**src/ebp_pkg.sv**
```systemverilog
// package: constants for the external bus pin controller
package ebp_pkg;
  // apb register byte offsets
  localparam logic [7:0] CTRL_OFS    = 8'h00;
  localparam logic [7:0] STATUS_OFS  = 8'h04;
  localparam logic [7:0] ADDR_OFS    = 8'h08;
  localparam logic [7:0] WDATA_OFS   = 8'h0C;
  localparam logic [7:0] RDATA_OFS   = 8'h10;
  localparam logic [7:0] CCR_OFS     = 8'h14;
  // control register fields
  localparam int CTRL_GO_BIT    = 0;
  localparam int CTRL_WRITE_BIT = 1;
  localparam int CTRL_WORD_BIT  = 2;
  localparam int CTRL_FETCH_BIT = 3;
  // configuration register fields
  localparam int CCR_BW_BIT     = 1;
  localparam int CCR_WRMODE_BIT = 2;
  localparam int CCR_ALE_BIT    = 3;
  localparam int CCR_IRC_LSB    = 4;
  localparam logic [7:0] CCR_RESET    = 8'h00;
  localparam logic [7:0] PSW_RESET    = 8'h00;
  // fixed addresses
  localparam logic [15:0] CCB_ADDR    = 16'h2018;
  localparam logic [15:0] START_ADDR  = 16'h2080;
  localparam logic [15:0] NMI_ADDR    = 16'h0000;
  localparam logic [15:0] ROM_LO      = 16'h2000;
  localparam logic [15:0] ROM_HI      = 16'h3FFF;
  // clock divider and timing
  localparam int CLK_DIV        = 3;
  localparam int STARTUP_STATES = 10;
  localparam int CLK_MHZ        = 10;
  localparam int MAX_CYCLE_NS   = 1000;
  localparam int MAX_CYCLE_CLKS = (MAX_CYCLE_NS * CLK_MHZ) / 1000;
  localparam logic [15:0] ROM_RDATA_DEFAULT = 16'h0000;
  // bus sequencer states
  typedef enum logic [2:0] {
    ST_RESET = 3'b000,
    ST_IDLE  = 3'b001,
    ST_ADDR  = 3'b010,
    ST_DATA  = 3'b011,
    ST_WAIT  = 3'b100,
    ST_END   = 3'b101
  } ebp_state_type;
endpackage

```
**src/ebp_clkdiv.sv**
```systemverilog
// divide-by-three state clock with one-third duty and phase re-align
`timescale 1ns/1ps
module ebp_clkdiv (
  // clock and reset
  input  wire logic sys_clk,
  input  wire logic rst,
  // restart phase
  input  wire logic realign,
  // outputs
  output logic      clk_div_out,
  output logic      rise_en,
  output logic      fall_en
);
  logic [1:0] phase_reg;

  // phase counter 0..2, high only in phase 0
  always_ff @(posedge sys_clk or posedge rst) begin
    if (rst) begin
      phase_reg <= 2'h0;
    end else if (realign || phase_reg == 2'(ebp_pkg::CLK_DIV - 1)) begin
      phase_reg <= 2'h0;
    end else begin
      phase_reg <= phase_reg + 2'h1;
    end
  end

  // registered clock output and edge enables
  always_ff @(posedge sys_clk or posedge rst) begin
    if (rst) begin
      clk_div_out <= 1'b0;
      rise_en     <= 1'b0;
      fall_en     <= 1'b0;
    end else begin
      // realign restarts the count low, so no double-wide high phase
      clk_div_out <= !realign && phase_reg == 2'(ebp_pkg::CLK_DIV - 1);
      rise_en     <= !realign && phase_reg == 2'(ebp_pkg::CLK_DIV - 1);
      fall_en     <= !realign && phase_reg == 2'h0;
    end
  end
endmodule

```
**src/ebp_sync.sv**
```systemverilog
// two-flop synchroniser for one pin level
`timescale 1ns/1ps
module ebp_sync (
  // clock and reset
  input  wire logic sys_clk,
  input  wire logic rst,
  // level in and out
  input  wire logic pin_in,
  output logic      pin_sync
);
  logic meta_reg;

  // first flop only feeds the second
  always_ff @(posedge sys_clk or posedge rst) begin
    if (rst) begin
      meta_reg <= 1'b0;
      pin_sync <= 1'b0;
    end else begin
      meta_reg <= pin_in;
      pin_sync <= meta_reg;
    end
  end
endmodule

```
**src/ebp_top.sv**
```systemverilog
// external bus pin controller with apb command and config port
`timescale 1ns/1ps
// Functional notes
// - state clock output runs at one third of sys_clk, one-third high
// - reset release re-aligns clock output and starts ten-state start-up
// - start-up clears status word, loads config from 2018H, jumps to 2080H
// - config bit 1 set: width pin picks 16 or 8 bit per cycle
// - config bit 1 clear: every external cycle is 8 bit
// - rising edge on nmi vectors execution to address 0000H
// - fetch indicator high for whole cycle of an instruction fetch read
// - rom select high sends 2000H-3FFFH on chip, low sends off chip
// - address strobe only on external cycles, in valid mode; latch mode config leaves it high
// - valid mode strobe returns high at end of each bus cycle
// - read strobe low only during external reads
// - write strobe every write, or only writes touching even byte
// - upper byte enable low selects high byte, both for word
// - high byte store strobe low on writes to odd address
// - ready low before falling edge stalls until rising edge with ready
// - ready ignored when no external access in progress
// - config field caps the number of wait states inserted
// - sixteen lines multiplex address and data, driven strongly
// - rom select latched at reset release, fixed until next reset
module ebp_top (
  // clock and reset
  input  wire logic        sys_clk,
  input  wire logic        rst,
  // apb slave
  input  wire logic        psel,
  input  wire logic        penable,
  input  wire logic        pwrite,
  input  wire logic [7:0]  paddr,
  input  wire logic [31:0] pwdata,
  output logic [31:0]      prdata,
  output logic             pready,
  output logic             pslverr,
  // device pins in
  input  wire logic        reset_n_pin,
  input  wire logic        bus_width_pin,
  input  wire logic        ready_pin,
  input  wire logic        nmi_pin,
  input  wire logic        internal_rom_select_pin,
  input  wire logic [15:0] ad_in,
  // device pins out
  output logic             divided_clock_output,
  output logic             address_valid_strobe,
  output logic             read_strobe_n,
  output logic             low_byte_store_strobe,
  output logic             high_byte_store_strobe,
  output logic             fetch_indicator,
  output logic [15:0]      ad_out,
  output logic [15:0]      ad_oe
);
  ebp_pkg::ebp_state_type state_reg;
  logic        rst_n_s, bw_s, rdy_s, nmi_s, rom_s;
  logic        nmi_prev_reg, rom_sel_reg, rst_n_prev_reg;
  logic        cd_rise, cd_fall, realign;
  logic [3:0]  startup_cnt_reg;
  logic        startup_reg, ccb_pending_reg;
  logic [7:0]  ccr_reg, psw_reg;
  logic [15:0] pc_reg, addr_reg, wdata_reg, rdata_reg;
  logic        go_reg, write_reg, word_reg, fetch_reg, busy_reg, wide_reg;
  logic        internal_reg, nmi_seen_reg, stalled_reg, overrun_reg;
  logic [1:0]  wait_cnt_reg;
  logic [3:0]  cyc_cnt_reg;
  logic        ext_hit, apb_wr, apb_rd;

  // pin synchronisers
  ebp_sync u_s_rst (.sys_clk(sys_clk), .rst(rst), .pin_in(reset_n_pin),
                    .pin_sync(rst_n_s));
  ebp_sync u_s_bw  (.sys_clk(sys_clk), .rst(rst), .pin_in(bus_width_pin),
                    .pin_sync(bw_s));
  ebp_sync u_s_rdy (.sys_clk(sys_clk), .rst(rst), .pin_in(ready_pin),
                    .pin_sync(rdy_s));
  ebp_sync u_s_nmi (.sys_clk(sys_clk), .rst(rst), .pin_in(nmi_pin),
                    .pin_sync(nmi_s));
  ebp_sync u_s_rom (.sys_clk(sys_clk), .rst(rst),
                    .pin_in(internal_rom_select_pin), .pin_sync(rom_s));

  // release edge of the device reset pin
  assign realign = rst_n_s && !rst_n_prev_reg;

  // state clock generator
  ebp_clkdiv u_div (
    .sys_clk     (sys_clk),
    .rst         (rst),
    .realign     (realign),
    .clk_div_out (divided_clock_output),
    .rise_en     (cd_rise),
    .fall_en     (cd_fall)
  );

  assign apb_wr = psel && penable && pwrite;
  assign apb_rd = psel && penable && !pwrite;

  // previous levels for edge detection
  always_ff @(posedge sys_clk or posedge rst) begin
    if (rst) begin
      rst_n_prev_reg <= 1'b0;
      nmi_prev_reg   <= 1'b0;
    end else begin
      rst_n_prev_reg <= rst_n_s;
      nmi_prev_reg   <= nmi_s;
    end
  end

  // rom select caught at reset-pin release only
  always_ff @(posedge sys_clk or posedge rst) begin
    if (rst) begin
      rom_sel_reg <= 1'b0;
    end else if (realign) begin
      rom_sel_reg <= rom_s;
    end
  end

  // start-up sequencer counts ten state times after release
  always_ff @(posedge sys_clk or posedge rst) begin
    if (rst) begin
      startup_reg     <= 1'b1;
      startup_cnt_reg <= 4'h0;
      psw_reg         <= ebp_pkg::PSW_RESET;
    end else if (!rst_n_s) begin
      startup_reg     <= 1'b1;
      startup_cnt_reg <= 4'h0;
    end else if (realign) begin
      startup_cnt_reg <= 4'h0;
      psw_reg         <= ebp_pkg::PSW_RESET;
    end else if (startup_reg && cd_rise) begin
      if (startup_cnt_reg == 4'(ebp_pkg::STARTUP_STATES - 1)) begin
        startup_reg <= 1'b0;
      end
      startup_cnt_reg <= startup_cnt_reg + 4'h1;
    end
  end

  // program counter: start address, nmi vector or bus progress
  always_ff @(posedge sys_clk or posedge rst) begin
    if (rst) begin
      pc_reg       <= ebp_pkg::START_ADDR;
      nmi_seen_reg <= 1'b0;
    end else if (startup_reg) begin
      pc_reg       <= ebp_pkg::START_ADDR;
      nmi_seen_reg <= 1'b0;
    end else if (nmi_s && !nmi_prev_reg) begin
      pc_reg       <= ebp_pkg::NMI_ADDR;
      nmi_seen_reg <= 1'b1;
    end else if (busy_reg && fetch_reg && state_reg == ebp_pkg::ST_END) begin
      pc_reg <= pc_reg + (wide_reg ? 16'h0002 : 16'h0001);
    end
  end

  // rom window decode, with the latched select
  assign ext_hit = !(rom_sel_reg && addr_reg >= ebp_pkg::ROM_LO &&
                     addr_reg <= ebp_pkg::ROM_HI);

  // apb-written command and data registers
  always_ff @(posedge sys_clk or posedge rst) begin
    if (rst) begin
      go_reg    <= 1'b0;
      write_reg <= 1'b0;
      word_reg  <= 1'b0;
      fetch_reg <= 1'b0;
      addr_reg  <= 16'h0000;
      wdata_reg <= 16'h0000;
    end else if (startup_reg) begin
      go_reg    <= ccb_pending_reg;
      write_reg <= 1'b0;
      word_reg  <= 1'b0;
      fetch_reg <= 1'b0;
      addr_reg  <= ebp_pkg::CCB_ADDR;
    end else begin
      // drop go only on the edge where the sequencer takes it
      if (go_reg && cd_rise && state_reg == ebp_pkg::ST_IDLE) begin
        go_reg <= 1'b0;
      end
      if (apb_wr && paddr == ebp_pkg::CTRL_OFS && !busy_reg) begin
        go_reg    <= pwdata[ebp_pkg::CTRL_GO_BIT];
        write_reg <= pwdata[ebp_pkg::CTRL_WRITE_BIT];
        word_reg  <= pwdata[ebp_pkg::CTRL_WORD_BIT];
        fetch_reg <= pwdata[ebp_pkg::CTRL_FETCH_BIT];
        if (pwdata[ebp_pkg::CTRL_FETCH_BIT]) begin
          addr_reg <= pc_reg;
        end
      end
      if (apb_wr && paddr == ebp_pkg::ADDR_OFS && !busy_reg) begin
        addr_reg <= pwdata[15:0];
      end
      if (apb_wr && paddr == ebp_pkg::WDATA_OFS && !busy_reg) begin
        wdata_reg <= pwdata[15:0];
      end
    end
  end

  // configuration register: loaded by start-up read, also apb writable
  always_ff @(posedge sys_clk or posedge rst) begin
    if (rst) begin
      ccr_reg         <= ebp_pkg::CCR_RESET;
      ccb_pending_reg <= 1'b1;
    end else if (!rst_n_s) begin
      ccb_pending_reg <= 1'b1;
    end else if (startup_reg && ccb_pending_reg &&
                 state_reg == ebp_pkg::ST_END) begin
      ccr_reg         <= rdata_reg[7:0];
      ccb_pending_reg <= 1'b0;
    end else if (apb_wr && paddr == ebp_pkg::CCR_OFS) begin
      ccr_reg <= pwdata[7:0];
    end
  end

  // bus sequencer, stepped on state-clock edges
  always_ff @(posedge sys_clk or posedge rst) begin
    if (rst) begin
      state_reg    <= ebp_pkg::ST_RESET;
      busy_reg     <= 1'b0;
      wide_reg     <= 1'b0;
      internal_reg <= 1'b0;
      stalled_reg  <= 1'b0;
      wait_cnt_reg <= 2'h0;
      rdata_reg    <= 16'h0000;
    end else if (!rst_n_s) begin
      state_reg <= ebp_pkg::ST_RESET;
      busy_reg  <= 1'b0;
    end else begin
      unique case (state_reg)
        ebp_pkg::ST_RESET: begin
          if (realign) begin
            state_reg <= ebp_pkg::ST_IDLE;
          end
        end
        ebp_pkg::ST_IDLE: begin
          if (go_reg && cd_rise) begin
            busy_reg     <= 1'b1;
            internal_reg <= !ext_hit;
            // width chosen per cycle when dynamic sizing enabled
            wide_reg     <= ccr_reg[ebp_pkg::CCR_BW_BIT] && bw_s;
            stalled_reg  <= 1'b0;
            wait_cnt_reg <= 2'h0;
            state_reg    <= ebp_pkg::ST_ADDR;
          end
        end
        ebp_pkg::ST_ADDR: begin
          if (cd_rise) begin
            state_reg <= ebp_pkg::ST_DATA;
          end
        end
        ebp_pkg::ST_DATA: begin
          // ready sampled before the falling edge, external only
          if (cd_fall && !internal_reg && !rdy_s &&
              wait_cnt_reg != ccr_reg[ebp_pkg::CCR_IRC_LSB +: 2]) begin
            stalled_reg <= 1'b1;
          end
          if (cd_rise) begin
            if (stalled_reg) begin
              state_reg <= ebp_pkg::ST_WAIT;
            end else begin
              state_reg <= ebp_pkg::ST_END;
              rdata_reg <= internal_reg ? ebp_pkg::ROM_RDATA_DEFAULT : ad_in;
            end
          end
        end
        ebp_pkg::ST_WAIT: begin
          // one wait state per state time until ready or cap reached
          if (cd_rise) begin
            wait_cnt_reg <= wait_cnt_reg + 2'h1;
            if (rdy_s || wait_cnt_reg + 2'h1 ==
                ccr_reg[ebp_pkg::CCR_IRC_LSB +: 2]) begin
              state_reg <= ebp_pkg::ST_END;
              rdata_reg <= ad_in;
            end
          end
        end
        ebp_pkg::ST_END: begin
          busy_reg  <= 1'b0;
          state_reg <= ebp_pkg::ST_IDLE;
        end
        default: begin
          state_reg <= ebp_pkg::ST_IDLE;
        end
      endcase
    end
  end

  // watchdog on cycle length, flags overrun past one microsecond
  always_ff @(posedge sys_clk or posedge rst) begin
    if (rst) begin
      cyc_cnt_reg <= 4'h0;
      overrun_reg <= 1'b0;
    end else if (!busy_reg) begin
      cyc_cnt_reg <= 4'h0;
    end else if (cyc_cnt_reg == 4'(ebp_pkg::MAX_CYCLE_CLKS)) begin
      overrun_reg <= 1'b1;
    end else begin
      cyc_cnt_reg <= cyc_cnt_reg + 4'h1;
    end
  end

  // pin outputs, registered, idle levels high for active-low strobes
  always_ff @(posedge sys_clk or posedge rst) begin
    if (rst) begin
      address_valid_strobe   <= 1'b1;
      read_strobe_n          <= 1'b1;
      low_byte_store_strobe  <= 1'b1;
      high_byte_store_strobe <= 1'b1;
      fetch_indicator        <= 1'b0;
      ad_out                 <= 16'h0000;
      ad_oe                  <= 16'h0000;
    end else begin
      address_valid_strobe   <= 1'b1;
      read_strobe_n          <= 1'b1;
      low_byte_store_strobe  <= 1'b1;
      high_byte_store_strobe <= 1'b1;
      fetch_indicator        <= 1'b0;
      ad_oe                  <= 16'h0000;
      if (busy_reg && !internal_reg && state_reg != ebp_pkg::ST_END) begin
        fetch_indicator <= fetch_reg && !write_reg;
        if (state_reg == ebp_pkg::ST_ADDR) begin
          // latch mode stays high as at idle, valid mode holds low all cycle
          address_valid_strobe <= ccr_reg[ebp_pkg::CCR_ALE_BIT]
                                  ? 1'b1 : 1'b0;
          ad_out <= addr_reg;
          ad_oe  <= 16'hFFFF;
        end else begin
          address_valid_strobe <= !ccr_reg[ebp_pkg::CCR_ALE_BIT]
                                  ? 1'b0 : 1'b1;
          if (write_reg) begin
            ad_out <= wdata_reg;
            ad_oe  <= wide_reg ? 16'hFFFF : 16'h00FF;
            low_byte_store_strobe <= ccr_reg[ebp_pkg::CCR_WRMODE_BIT]
              ? addr_reg[0] : 1'b0;
            high_byte_store_strobe <= ccr_reg[ebp_pkg::CCR_WRMODE_BIT]
              ? !(addr_reg[0] || (word_reg && wide_reg))
              : !(addr_reg[0] || word_reg);
          end else begin
            read_strobe_n <= 1'b0;
            high_byte_store_strobe <= ccr_reg[ebp_pkg::CCR_WRMODE_BIT]
              ? 1'b1 : !(addr_reg[0] || word_reg);
          end
        end
      end
    end
  end

  // apb slave: zero wait states, error on unmapped offsets
  always_ff @(posedge sys_clk or posedge rst) begin
    if (rst) begin
      prdata  <= 32'h0000_0000;
      pready  <= 1'b0;
      pslverr <= 1'b0;
    end else begin
      pready  <= psel && !penable;
      pslverr <= 1'b0;
      prdata  <= 32'h0000_0000;
      if (psel && !penable) begin
        unique case (paddr)
          ebp_pkg::CTRL_OFS:   prdata <= {28'h0, fetch_reg, word_reg,
                                          write_reg, go_reg};
          ebp_pkg::STATUS_OFS: prdata <= {psw_reg, 16'h0, 1'b0,
                                          nmi_seen_reg, overrun_reg,
                                          rom_sel_reg, wide_reg,
                                          internal_reg, startup_reg,
                                          busy_reg};
          ebp_pkg::ADDR_OFS:   prdata <= {pc_reg, addr_reg};
          ebp_pkg::WDATA_OFS:  prdata <= {16'h0, wdata_reg};
          ebp_pkg::RDATA_OFS:  prdata <= {16'h0, rdata_reg};
          ebp_pkg::CCR_OFS:    prdata <= {24'h0, ccr_reg};
          default:             pslverr <= 1'b1;
        endcase
      end
    end
  end
endmodule

```
**config.mk**
```make
export PLATFORM = sky130hd
export DESIGN_NAME = ebp_top
export DESIGN_NICKNAME = d
export VERILOG_FILES = /design/src/ebp_pkg.sv /design/src/ebp_clkdiv.sv /design/src/ebp_sync.sv /design/src/ebp_top.sv
export SDC_FILE = /design/constraint.sdc
export NUM_CORES = 1
export LEC_CHECK = 0
export ABC_AREA = 1
export BUFFER_PORTS_ARGS = -buffer_cell sky130_fd_sc_hd__buf_4
export CAP_MARGIN = 20
export CORE_MARGIN = 5
export CORE_UTILIZATION = 25
export DETAILED_ROUTE_END_ITERATION = 12
export GPL_TIMING_DRIVEN = 0
export HOLD_SLACK_MARGIN = 0.05
export SETUP_SLACK_MARGIN = 0.05
export SLEW_MARGIN = 15
export SYNTH_ARGS = -nofsm -noshare
export SYNTH_HDL_FRONTEND = slang
export SYNTH_SLANG_ARGS = --single-unit
```
**constraint.sdc**
```tcl
create_clock -name sys_clk -period 7 [get_ports sys_clk]
set_clock_uncertainty 0.05 [all_clocks]
set_input_delay 0.35 -clock sys_clk [delete_from_list [all_inputs] [get_ports sys_clk]]
set_output_delay 0.35 -clock sys_clk [all_outputs]
set_load 0.03 [all_outputs]
```
==> After elaboration in Yosys (flattened, before gate mapping) <==
Index checks and enable logic that the tools add are counted.
{ "totals": {"out_inout_bits": 72, "in_bits": 66, "register_bits": 185, "elab_cells": 244} }
{ "op_classes": {"order_cmp": 2, "muxes": 82, "reduce_logical": 72, "n_addsub": 5, "bitwise_logic": 1, "n_eq_ne": 35} }
{ "ops": {"columns": ["op", "n"], "rows": [
  ["two-way mux 16 bit", 18],
  ["one-hot mux 32 bit (6 select lines)", 1],
  ["two-way mux 1 bit", 39],
  ["two-way mux 32 bit", 1],
  ["one-hot mux 16 bit (2 select lines)", 1],
  ["logical AND 1 bit", 31],
  ["two-way mux 3 bit", 7],
  ["two-way mux 4 bit", 5],
  ["!= test 2 bit (second input constant)", 9],
  ["adder 16 x 2 -> 16 bit", 1],
  ["equality test 8 x 4 -> 1 bit (second input constant)", 2],
  ["equality test 8 x 5 -> 1 bit (second input constant)", 2],
  ["greater-or-equal comparator 16 x 14 -> 1 bit (second input constant)", 1],
  ["<= comparator 16 x 14 -> 1 bit (second input constant)", 1],
  ["two-way mux 8 bit", 2],
  ["!= test 3 x 2 -> 1 bit (second input constant)", 5],
  ["one-hot mux 3 bit (5 select lines)", 1],
  ["nonzero test 2 bit", 7],
  ["!= test 3 bit (second input constant)", 4],
  ["AND reduction 2 bit", 6],
  ["AND reduction 6 bit", 2],
  ["nonzero test 3 bit", 4],
  ["logical NOT 1 bit", 10],
  ["adder 4 x 1 -> 4 bit (second input constant)", 2],
  ["other kinds (21)", 35]
]} }

==> Logic depth before layout (Yosys ltp) <==
Gate-level depths: netlist of run 1.
{ "logic_depth": {"depth_word": 7, "ltp_mapped": 11, "mapped_depth_nobuf": 11} }

==> Hierarchy <==
Synthesis of run 1 repeated with hierarchy kept, for this count alone.
{ "unflattened": {"cells_unflattened": 1009, "area_unflattened_um2": 8105.3} }
{ "modules_own_cells": {"columns": ["module", "n_inst", "area_each_um2", "cells_each", "seq_area_each_um2"], "rows": [
  ["ebp_top", 1, 7656.1, 975, 3938.8],
  ["ebp_sync", 5, 53.8, 3, 50.0],
  ["ebp_clkdiv", 1, 180.2, 19, 100.1]
]} }

==> Least setup slack after synthesis of run 1 <==
OpenSTA, ideal clock, no wires.
{ "synth_timing": {"path_type": "register -> register", "from": "register wide_reg", "to": "register pc_reg[14]", "slack_ns": 5.283, "stages_incl_launch_ff": 11, "t_arrival_ns": 1.550, "n_path_buf": 0, "synth_period_minus_slack_ns": 1.717, "required_time_ns": 6.833, "setup_ns": 0.117, "path_cell_list": "dfrtp_1 > inv_1 > ha_1 > fa_1 > nand2_1 > nor2_1 > nand2_1 > nor3_1 > nand2_1 > nor2_1 > nor2_1"} }
{ "synth_via": {"elab_chain_cells": 5} }
{ "synth_lines": {"columns": ["element", "line", "text"], "rows": [
  ["start, declared", "ebp_top.sv:61", "logic go_reg, write_reg, word_reg, fetch_reg, busy_reg, wide_reg;"],
  ["start signal, assigned", "ebp_top.sv:234", "wide_reg <= ccr_reg[ebp_pkg::CCR_BW_BIT] && bw_s;"],
  ["two-way mux 2 bit", "ebp_top.sv:147", "pc_reg <= pc_reg + (wide_reg ? 16'h0002 : 16'h0001);"],
  ["adder 16 x 2 -> 16 bit", "ebp_top.sv:147", null],
  ["two-way mux 16 bit", "ebp_top.sv:146", "end else if (busy_reg && fetch_reg && state_reg == ebp_pkg::ST_END) begin"],
  ["two-way mux 16 bit", "ebp_top.sv:143", "end else if (nmi_s && !nmi_prev_reg) begin"],
  ["two-way mux 16 bit", "ebp_top.sv:140", "end else if (startup_reg) begin"],
  ["end signal, assigned", "ebp_top.sv:141", "pc_reg <= ebp_pkg::START_ADDR;"],
  ["end signal, assigned", "ebp_top.sv:144", "pc_reg <= ebp_pkg::NMI_ADDR;"],
  ["end signal, assigned", "ebp_top.sv:147", null],
  ["end, declared", "ebp_top.sv:60", "logic [15:0] pc_reg, addr_reg, wdata_reg, rdata_reg;"]
]} }
No other way between the ends. The select of a mux whose other input is x is not followed.
A chain may end at the register's enable or synchronous reset.

==> Worst setup path in the final report of run 1 <==
Ends and elaborated chain as after synthesis.

==> results.md, run 1 <==
- Placer Congestion: 0.874
- Worst slew pin tran: 804 ps
- Top reg by flops: prdata
- Cell area after synthesis: 8140 um2
- Post-DRT Antenna Nets: 0
- Port buffer count: 121
- Die width: 190 um
- Synth Instances: 970
- CTS Buffer Depth: 2
- Post-CTS Resized: 0
- Clock latency on the worst-skew pair: 440 ps
- Layout cells sized above 1: 0.210
- Reg2reg end: pc_reg[14]$_DFFE_PP0P_
- Total Power: 2.65 mW
- CTS tree: built
- VDD IR max: 178 uV
- Design area: 10300 um2
- Maxcap violations: 0
- Iter 0 DRT Violations: 616
- Hold EP: wdata_reg[8]$_DFFE_PP0P_
- CP endpoint kind: flip-flop
- Final setup violation count: 0
- Fin. Hold Viols: 0
- Post-synthesis async set-or-reset flop share: 1.00
- Post-synth EDFFs: 0
- ANT cells: 0
- First-pass GRT wire length: 40100 um
- RSZ-0062 raised after global routing: false
- Synthesized Nets: 1045
- Pin count of the biggest net entering global routing: 105
- Final TNS setup: 0 ps
- Slew Viols, Final: 0
- Max Clk Rate: 458 MHz
- Hold Crit Start: pwdata[8]
- DRT Pass-1 Iters: 5
- Vias/cell: 4.58
- Wire per inst: 16.4 um
- CP Max Fanout: 5
- Vias in the first global route: 6967
- Synth cell types: 40
- Static leakage: 4.89 nW
- Post-DP HPWL: 19700 um
- Final worst slack: 4820 ps
- Total CTS buffers: 17
- Final period utilization: 0.312
- Syn avg cell area: 8.39 um2
- Worst r2r src: wide_reg$_DFFE_PP0P_
- Site row count: 66
- Crit start category: flip-flop
- Hold bufs inserted after CTS: 6
- Die Height: 190 um
- Hold Path Stages: 3
- CTS sink cnt: 171
- I/O pin cnt: 138
- Final nets: 1192
- FF-to-FF setup slack: 4820 ps
- Pre-CTS setup slack: 4870 ps
- Synth warn: 0
- Status: complete, no violations
- Synth-to-Final Area Change: 26.4%
- Largest register FFs: 32
- H-tree depth: 4
- Area leader, netlist: dfrtp_1
- Seq cells post-synth: 171
- Antenna violations before repair: 0
- GRT Overall Usage: 0.141
- Clock root buffer: clkbuf_16
- FF-to-FF path depth: 11
- Register area share after synthesis: 0.527
- Post-CTS Setup Bufs: 0
- Synth Flop Type: dfrtp_1
- Max transition margin: 0.460
- Critical path type: reg2reg
- Vias: 7202
- CP required: 7320 ps
- Starting Density: 0.251
- Top cells by area, synth: dfrtp_1 50%, nand2_1 12%, nand3_1 4.6%
- DRT Wirelength: 25700 um
- Cell Pwr Density: 258 nW/um2
- Clock-pin slew on the worst setup and hold paths: 70 ps
- Tmin final: 2180 ps
- Data arrival, critical path: 2500 ps
- CP Launch Point: wide_reg$_DFFE_PP0P_
- # DRC: 0
- Placed cell area: 9630 um2
- Hold Path Class: in2reg
- Die Footprint: 36300 um2
- Gr ovfl total: 0
- Post-synth top area share: 0.501
- Core Box Area: 32400 um2
[worst max-delay path by stage]
| stage | endpoint | slack, ps | cells after the start |
|---|---|---|---|
| after floorplan | ad_oe[14]$_DFF_PP0_ | 1980 | 1 |
| after global placement | prdata[0]$_DFF_PP0_ | -240 | 2 |
| after detailed placement | pc_reg[14]$_DFFE_PP0P_ | 4870 | 11 |
| after CTS | pc_reg[14]$_DFFE_PP0P_ | 4830 | 11 |
| after global routing | pc_reg[12]$_DFFE_PP0P_ | 4550 | 11 |
| final | pc_reg[14]$_DFFE_PP0P_ | 4820 | 11 |
[final cells by class]
type	instances	area, um2
Fill cell	3423	22100
Sequential cell	171	4290
Multi-Input combinational cell	661	3190
Timing Repair Buffer	128	996
Tap cell	442	553
Clock buffer	21	460
Inverter	87	334
Buffer	51	330
Clock inverter	11	135
[cells by family after synthesis]
logic type / count (synthesis) / share of synthesized area
adder cells (fa/ha/maj): 9 / 0.0148
XOR/XNOR: 4 / 0.00431
buffers and inverters: 138 / 0.0807
multiplexers: 1 / 0.00138
AND/OR/NAND/NOR: 501 / 0.274
flip-flops: 171 / 0.527
AO/OA/AOI/OAI: 146 / 0.0976
[where the power goes]
part	total (mW)	switching (mW)	internal, mW
clock network	0.979	0.427	0.552
registers	1.18	0.0899	1.09
logic	0.495	0.327	0.168
[synthesized netlist by cell type, types with 15 or more instances]
master / count
nand3_1: 75
nand4_1: 22
nand2_1: 270
buf_2: 15
o21ai_0: 57
nor3_1: 27
o21ai_1: 27
inv_1: 81
buf_4: 18
a21oi_1: 30
nor2_1: 75
dfrtp_1: 163
[metrics by stage]
stage	instances	hold slack [ps]	util
finish	1572	124	0.318
global route	1572	109	0.318
CTS	1572	105	0.318
detailed placement	1534	286	0.298
global placement	1533	288	0.297
floorplan	970	281	-
[cells in the final DEF (no fill, tap or decap), types with 3 or more instances in the layout]
cell type	synthesis	layout
a21oi_1	30	30
a31oi_1	12	12
buf_1	3	3
buf_2	15	15
buf_4	18	139
buf_6	7	7
clkbuf_1	8	10
clkbuf_16	0	17
dfrtp_1	163	163
dfstp_2	8	8
dlygate4sd3_1	0	6
ha_1	8	8
inv_1	81	80
inv_2	6	6
inv_6	0	3
nand2_1	270	270
nand2_2	4	4
nand3_1	75	75
nand4_1	22	22
nor2_1	75	75
nor2_2	8	8
nor2_4	8	8
nor3_1	27	27
o21a_1	9	9
o21ai_0	57	57
o21ai_1	27	27
o22ai_1	5	5
xor2_1	3	3
[worst max-delay path, cell delays in order (launching register included)]
cell and delay [ps]:
dfrtp_1 460, inv_1 210, ha_1 220, fa_1 220
nand2_1 120, nor2_1 180, nand2_1 70, nor3_1 270
nand2_1 110, nand2_1 70, nand2_1 40, nor2_1 90
[metal layers]
| metal | vias up | GRT usage | wire length [um] |
|---|---|---|---|
| li1 | 3455 | - | - |
| met1 | 3458 | 0.189 | 11300 |
| met2 | 250 | 0.234 | 12300 |
| met3 | 39 | 0.0289 | 1540 |
| met4 | 0 | 0.0406 | 594 |
| met5 | - | 0 | 0 |
(Power assumes the default switching activity.)
==> run 2, diff against run 1 <==
--- a/config.mk
+++ b/config.mk
@@ -5,7 +5,7 @@
 export SDC_FILE = /design/constraint.sdc
 export NUM_CORES = 1
 export LEC_CHECK = 0
-export ABC_AREA = 1
+export ABC_AREA = 0
 export BUFFER_PORTS_ARGS = -buffer_cell sky130_fd_sc_hd__buf_4
 export CAP_MARGIN = 20
 export CORE_MARGIN = 5
==> constraint.sdc (replaced) <==
create_clock -name sys_clk -period 2.25 [get_ports sys_clk]
set_clock_uncertainty 0.05 [all_clocks]
set_input_delay 0.1125 -clock sys_clk [delete_from_list [all_inputs] [get_ports sys_clk]]
set_output_delay 0.1125 -clock sys_clk [all_outputs]
set_load 0.03 [all_outputs]
==> results.md, run 2 <==
- Max Clk Rate: 477 MHz
- Cell area after synthesis: 7840 um2
- Post-Synth Simple-Gate Area: 0.161
- Iter 0 DRT Violations: 423
- DRT Pass-1 Iters: 4
- Post-synthesis async set-or-reset flop share: 1.00
- Die Height: 187 um
- Starting Density: 0.255
- RSZ-0062 raised after global routing: false
- Fin. Hold Viols: 0
- Final TNS setup: 0 ps
- Site row count: 64
- CP Launch Point: busy_reg$_DFFE_PP0P_
- Post-synth EDFFs: 0
- Multiplexer share of the synthesized area: 0.0995
- Worst hold slack: 45.0 ps
- M1 WL: 10700 um
- Worst r2r src: busy_reg$_DFFE_PP0P_
- Post-DRT Antenna Nets: 0
- Register area share after synthesis: 0.547
- Clock latency on the worst-skew pair: 430 ps
- Area leader, netlist: dfrtp_1
- Tmin final: 2100 ps
- Critical Path Max Stage Delay: 770 ps
- CP endpoint kind: flip-flop
- # DRC: 0
- Post-Synth Adder-Cell Area: 0.0153
- CP Max Fanout: 10
- Gr ovfl total: 0
- Total CTS buffers: 17
- Largest family of logic cells by synthesized area: simple AND/OR/NAND/NOR gates
- Final setup violation count: 0
- Crit start category: flip-flop
- Vias: 6170
- Delay-heaviest family, CP: simple AND/OR/NAND/NOR gates
- Synth Area in Compound Gates: 0.113
- Most common cell after layout, fill and taps aside: dfrtp_1
- Cell Pwr Density: 686 nW/um2
- CTS tree: built
- I/O pin cnt: 138
- Placed cell count: 1261
- Post-synth top area share: 0.520
- Layout cells sized above 1: 0.274
- Top sig layer: met4
- VDD IR max: 539 uV
- Final worst slack: 153 ps
- Synth-to-Final Area Change: 33.6%
- Slew Viols, Final: 0
- CTS sink cnt: 171
- Final nets: 1005
- Synth Area in XOR/XNOR: 0.0212
- Met3 wire len: 1600 um
- Die width: 187 um
- Vias in the first global route: 6292
- Vias/cell: 4.61
- Top cells by area, synth: dfrtp_1 52%, mux2i_1 6.6%, nor2_1 4.2%
- Clock root buffer: clkbuf_16
- Antenna violations before repair: 0
- Seq cells post-synth: 171
- Non-filler instance count after layout: 1339
- Port buffer count: 120
- Slowest CP cell: nor4_2
- Synth warn: 0
- Pin count of the biggest net entering global routing: 35
- Worst slew pin tran: 918 ps
- Static leakage: 4.70 nW
- Most numerous cell in the Yosys netlist: dfrtp_1
- Max transition margin: 0.383
- Post-DP HPWL: 17500 um
- Syn avg cell area: 10.6 um2
- First-pass GRT wire length: 37100 um
- CTS Buffer Depth: 2
- WL met2: 11100 um
- Final period utilization: 0.932
- GRT Overall Usage: 0.135
- Critical path type: reg2reg
- Synthesized Nets: 815
- Hold Path Class: in2reg
- Pre-CTS setup slack: -506 ps
- Hold Crit Start: paddr[6]
- Most instantiated cells after synthesis: 163 x dfrtp_1, 88 x nor2_1, 72 x nand2_1, 52 x mux2i_1, 45 x a21oi_1
- Crit path buffers/inverters: 0
- Status: complete, no violations
- DRT Wirelength: 23700 um
- CP Cell Sequence: nand2b_2, nor4_2, mux2i_1, o21ai_0
- Synth Instances: 740
- Most frequent cells in the layout: 160 x dfrtp_1, 147 x buf_4, 88 x nor2_1
- Die Footprint: 35000 um2
- Placer Congestion: 0.850
- Synth cell types: 61
- Top reg by flops: prdata
- Synth Flop Type: dfrtp_1
- Largest register FFs: 32
- Maxcap violations: 0
- Core Box Area: 30700 um2
- CP required: 2500 ps
- H-tree depth: 4
- ANT cells: 0
- Clock-pin slew on the worst setup and hold paths: 70 ps
- Wire per inst: 17.7 um
- Data arrival, critical path: 2350 ps
## run 2: changes by cell type after synthesis, moves of 20 or more
cell,previous run,this run
mux2i_1,0,52
nand2_1,270,72
inv_1,81,13
mux2_2,1,21
nand3_1,75,12
o21ai_1,27,0
clkbuf_1,8,30
## run 2: layout make-up
type / instances / area [um2]
clock inverter: 12 / 138
multi-input combinational: 502 / 3270
clock buffer: 20 / 457
fill: 3135 / 20300
sequential: 171 / 4290
tap: 396 / 495
inverter: 13 / 52.6
timing repair buffer: 174 / 1470
buffer: 51 / 299
## run 2: kinds of logic (layout without fill, tap and decap cells)
family,count (synthesis),after routing
muxes,75,75
xor gates and xnor gates,19,19
adders and majority gates,9,9
AOI/OAI and AO/OA,141,141
and+or+nand+nor,258,258
buffers and inverters,67,270
DFF,171,171
## run 2: through the flow
step,utilization,instance area (um2),power (mW)
after floorplan,-,7840,3.86
after detailed placement,0.304,9340,4.22
after global routing,0.341,10500,7.46
after CTS,0.338,10400,7.24
after global placement,0.300,9240,4.18
final,0.341,10500,7.18
## run 2: final timing paths
check,endpoint,cells after the start,slack (ps)
setup / recovery,go_reg$_DFFE_PP0P_,4,150
setup reg to reg,go_reg$_DFFE_PP0P_,4,150
min in group asynchronous,prdata[0]$_DFF_PP0_,3,270
hold / removal,prdata[3]$_DFF_PP0_,4,40
hold reg to reg,u_s_rst.pin_sync$_DFF_PP0_,0,300
max in group asynchronous,pc_reg[13]$_DFFE_PP1P_,5,1030
## run 2: what timing repair did
| action | CTS | global route |
|---|---|---|
| endpoints found under the hold margin | 91 | 0 |
| resized for setup | 15 | 17 |
| setup buffers | 3 | 7 |
| setup endpoints to repair | 73 | 41 |
| pin swaps | 2 | 2 |
| hold buffers | 39 | 0 |
## run 2: tightest hold or removal path: cells and delay by family
kind | cells | cell delay, ps
and+or+nand+nor | 3 | 280
buffers and inverters | 1 | 100
## run 2: per-layer routing
layer  vias to the layer above  GRT usage
met1                      3041      0.178
met5                         -          0
li1                       2932          -
met3                        24     0.0435
met4                         0     0.0407
met2                       173      0.213
## run 2: where the power goes
part           internal [mW]  leakage [nW]  switching [mW]
Combinational          0.372          2.20           0.528
Sequential              3.21          2.21           0.102
Clock                   1.71         0.287            1.26
Total                   5.29          4.70            1.89
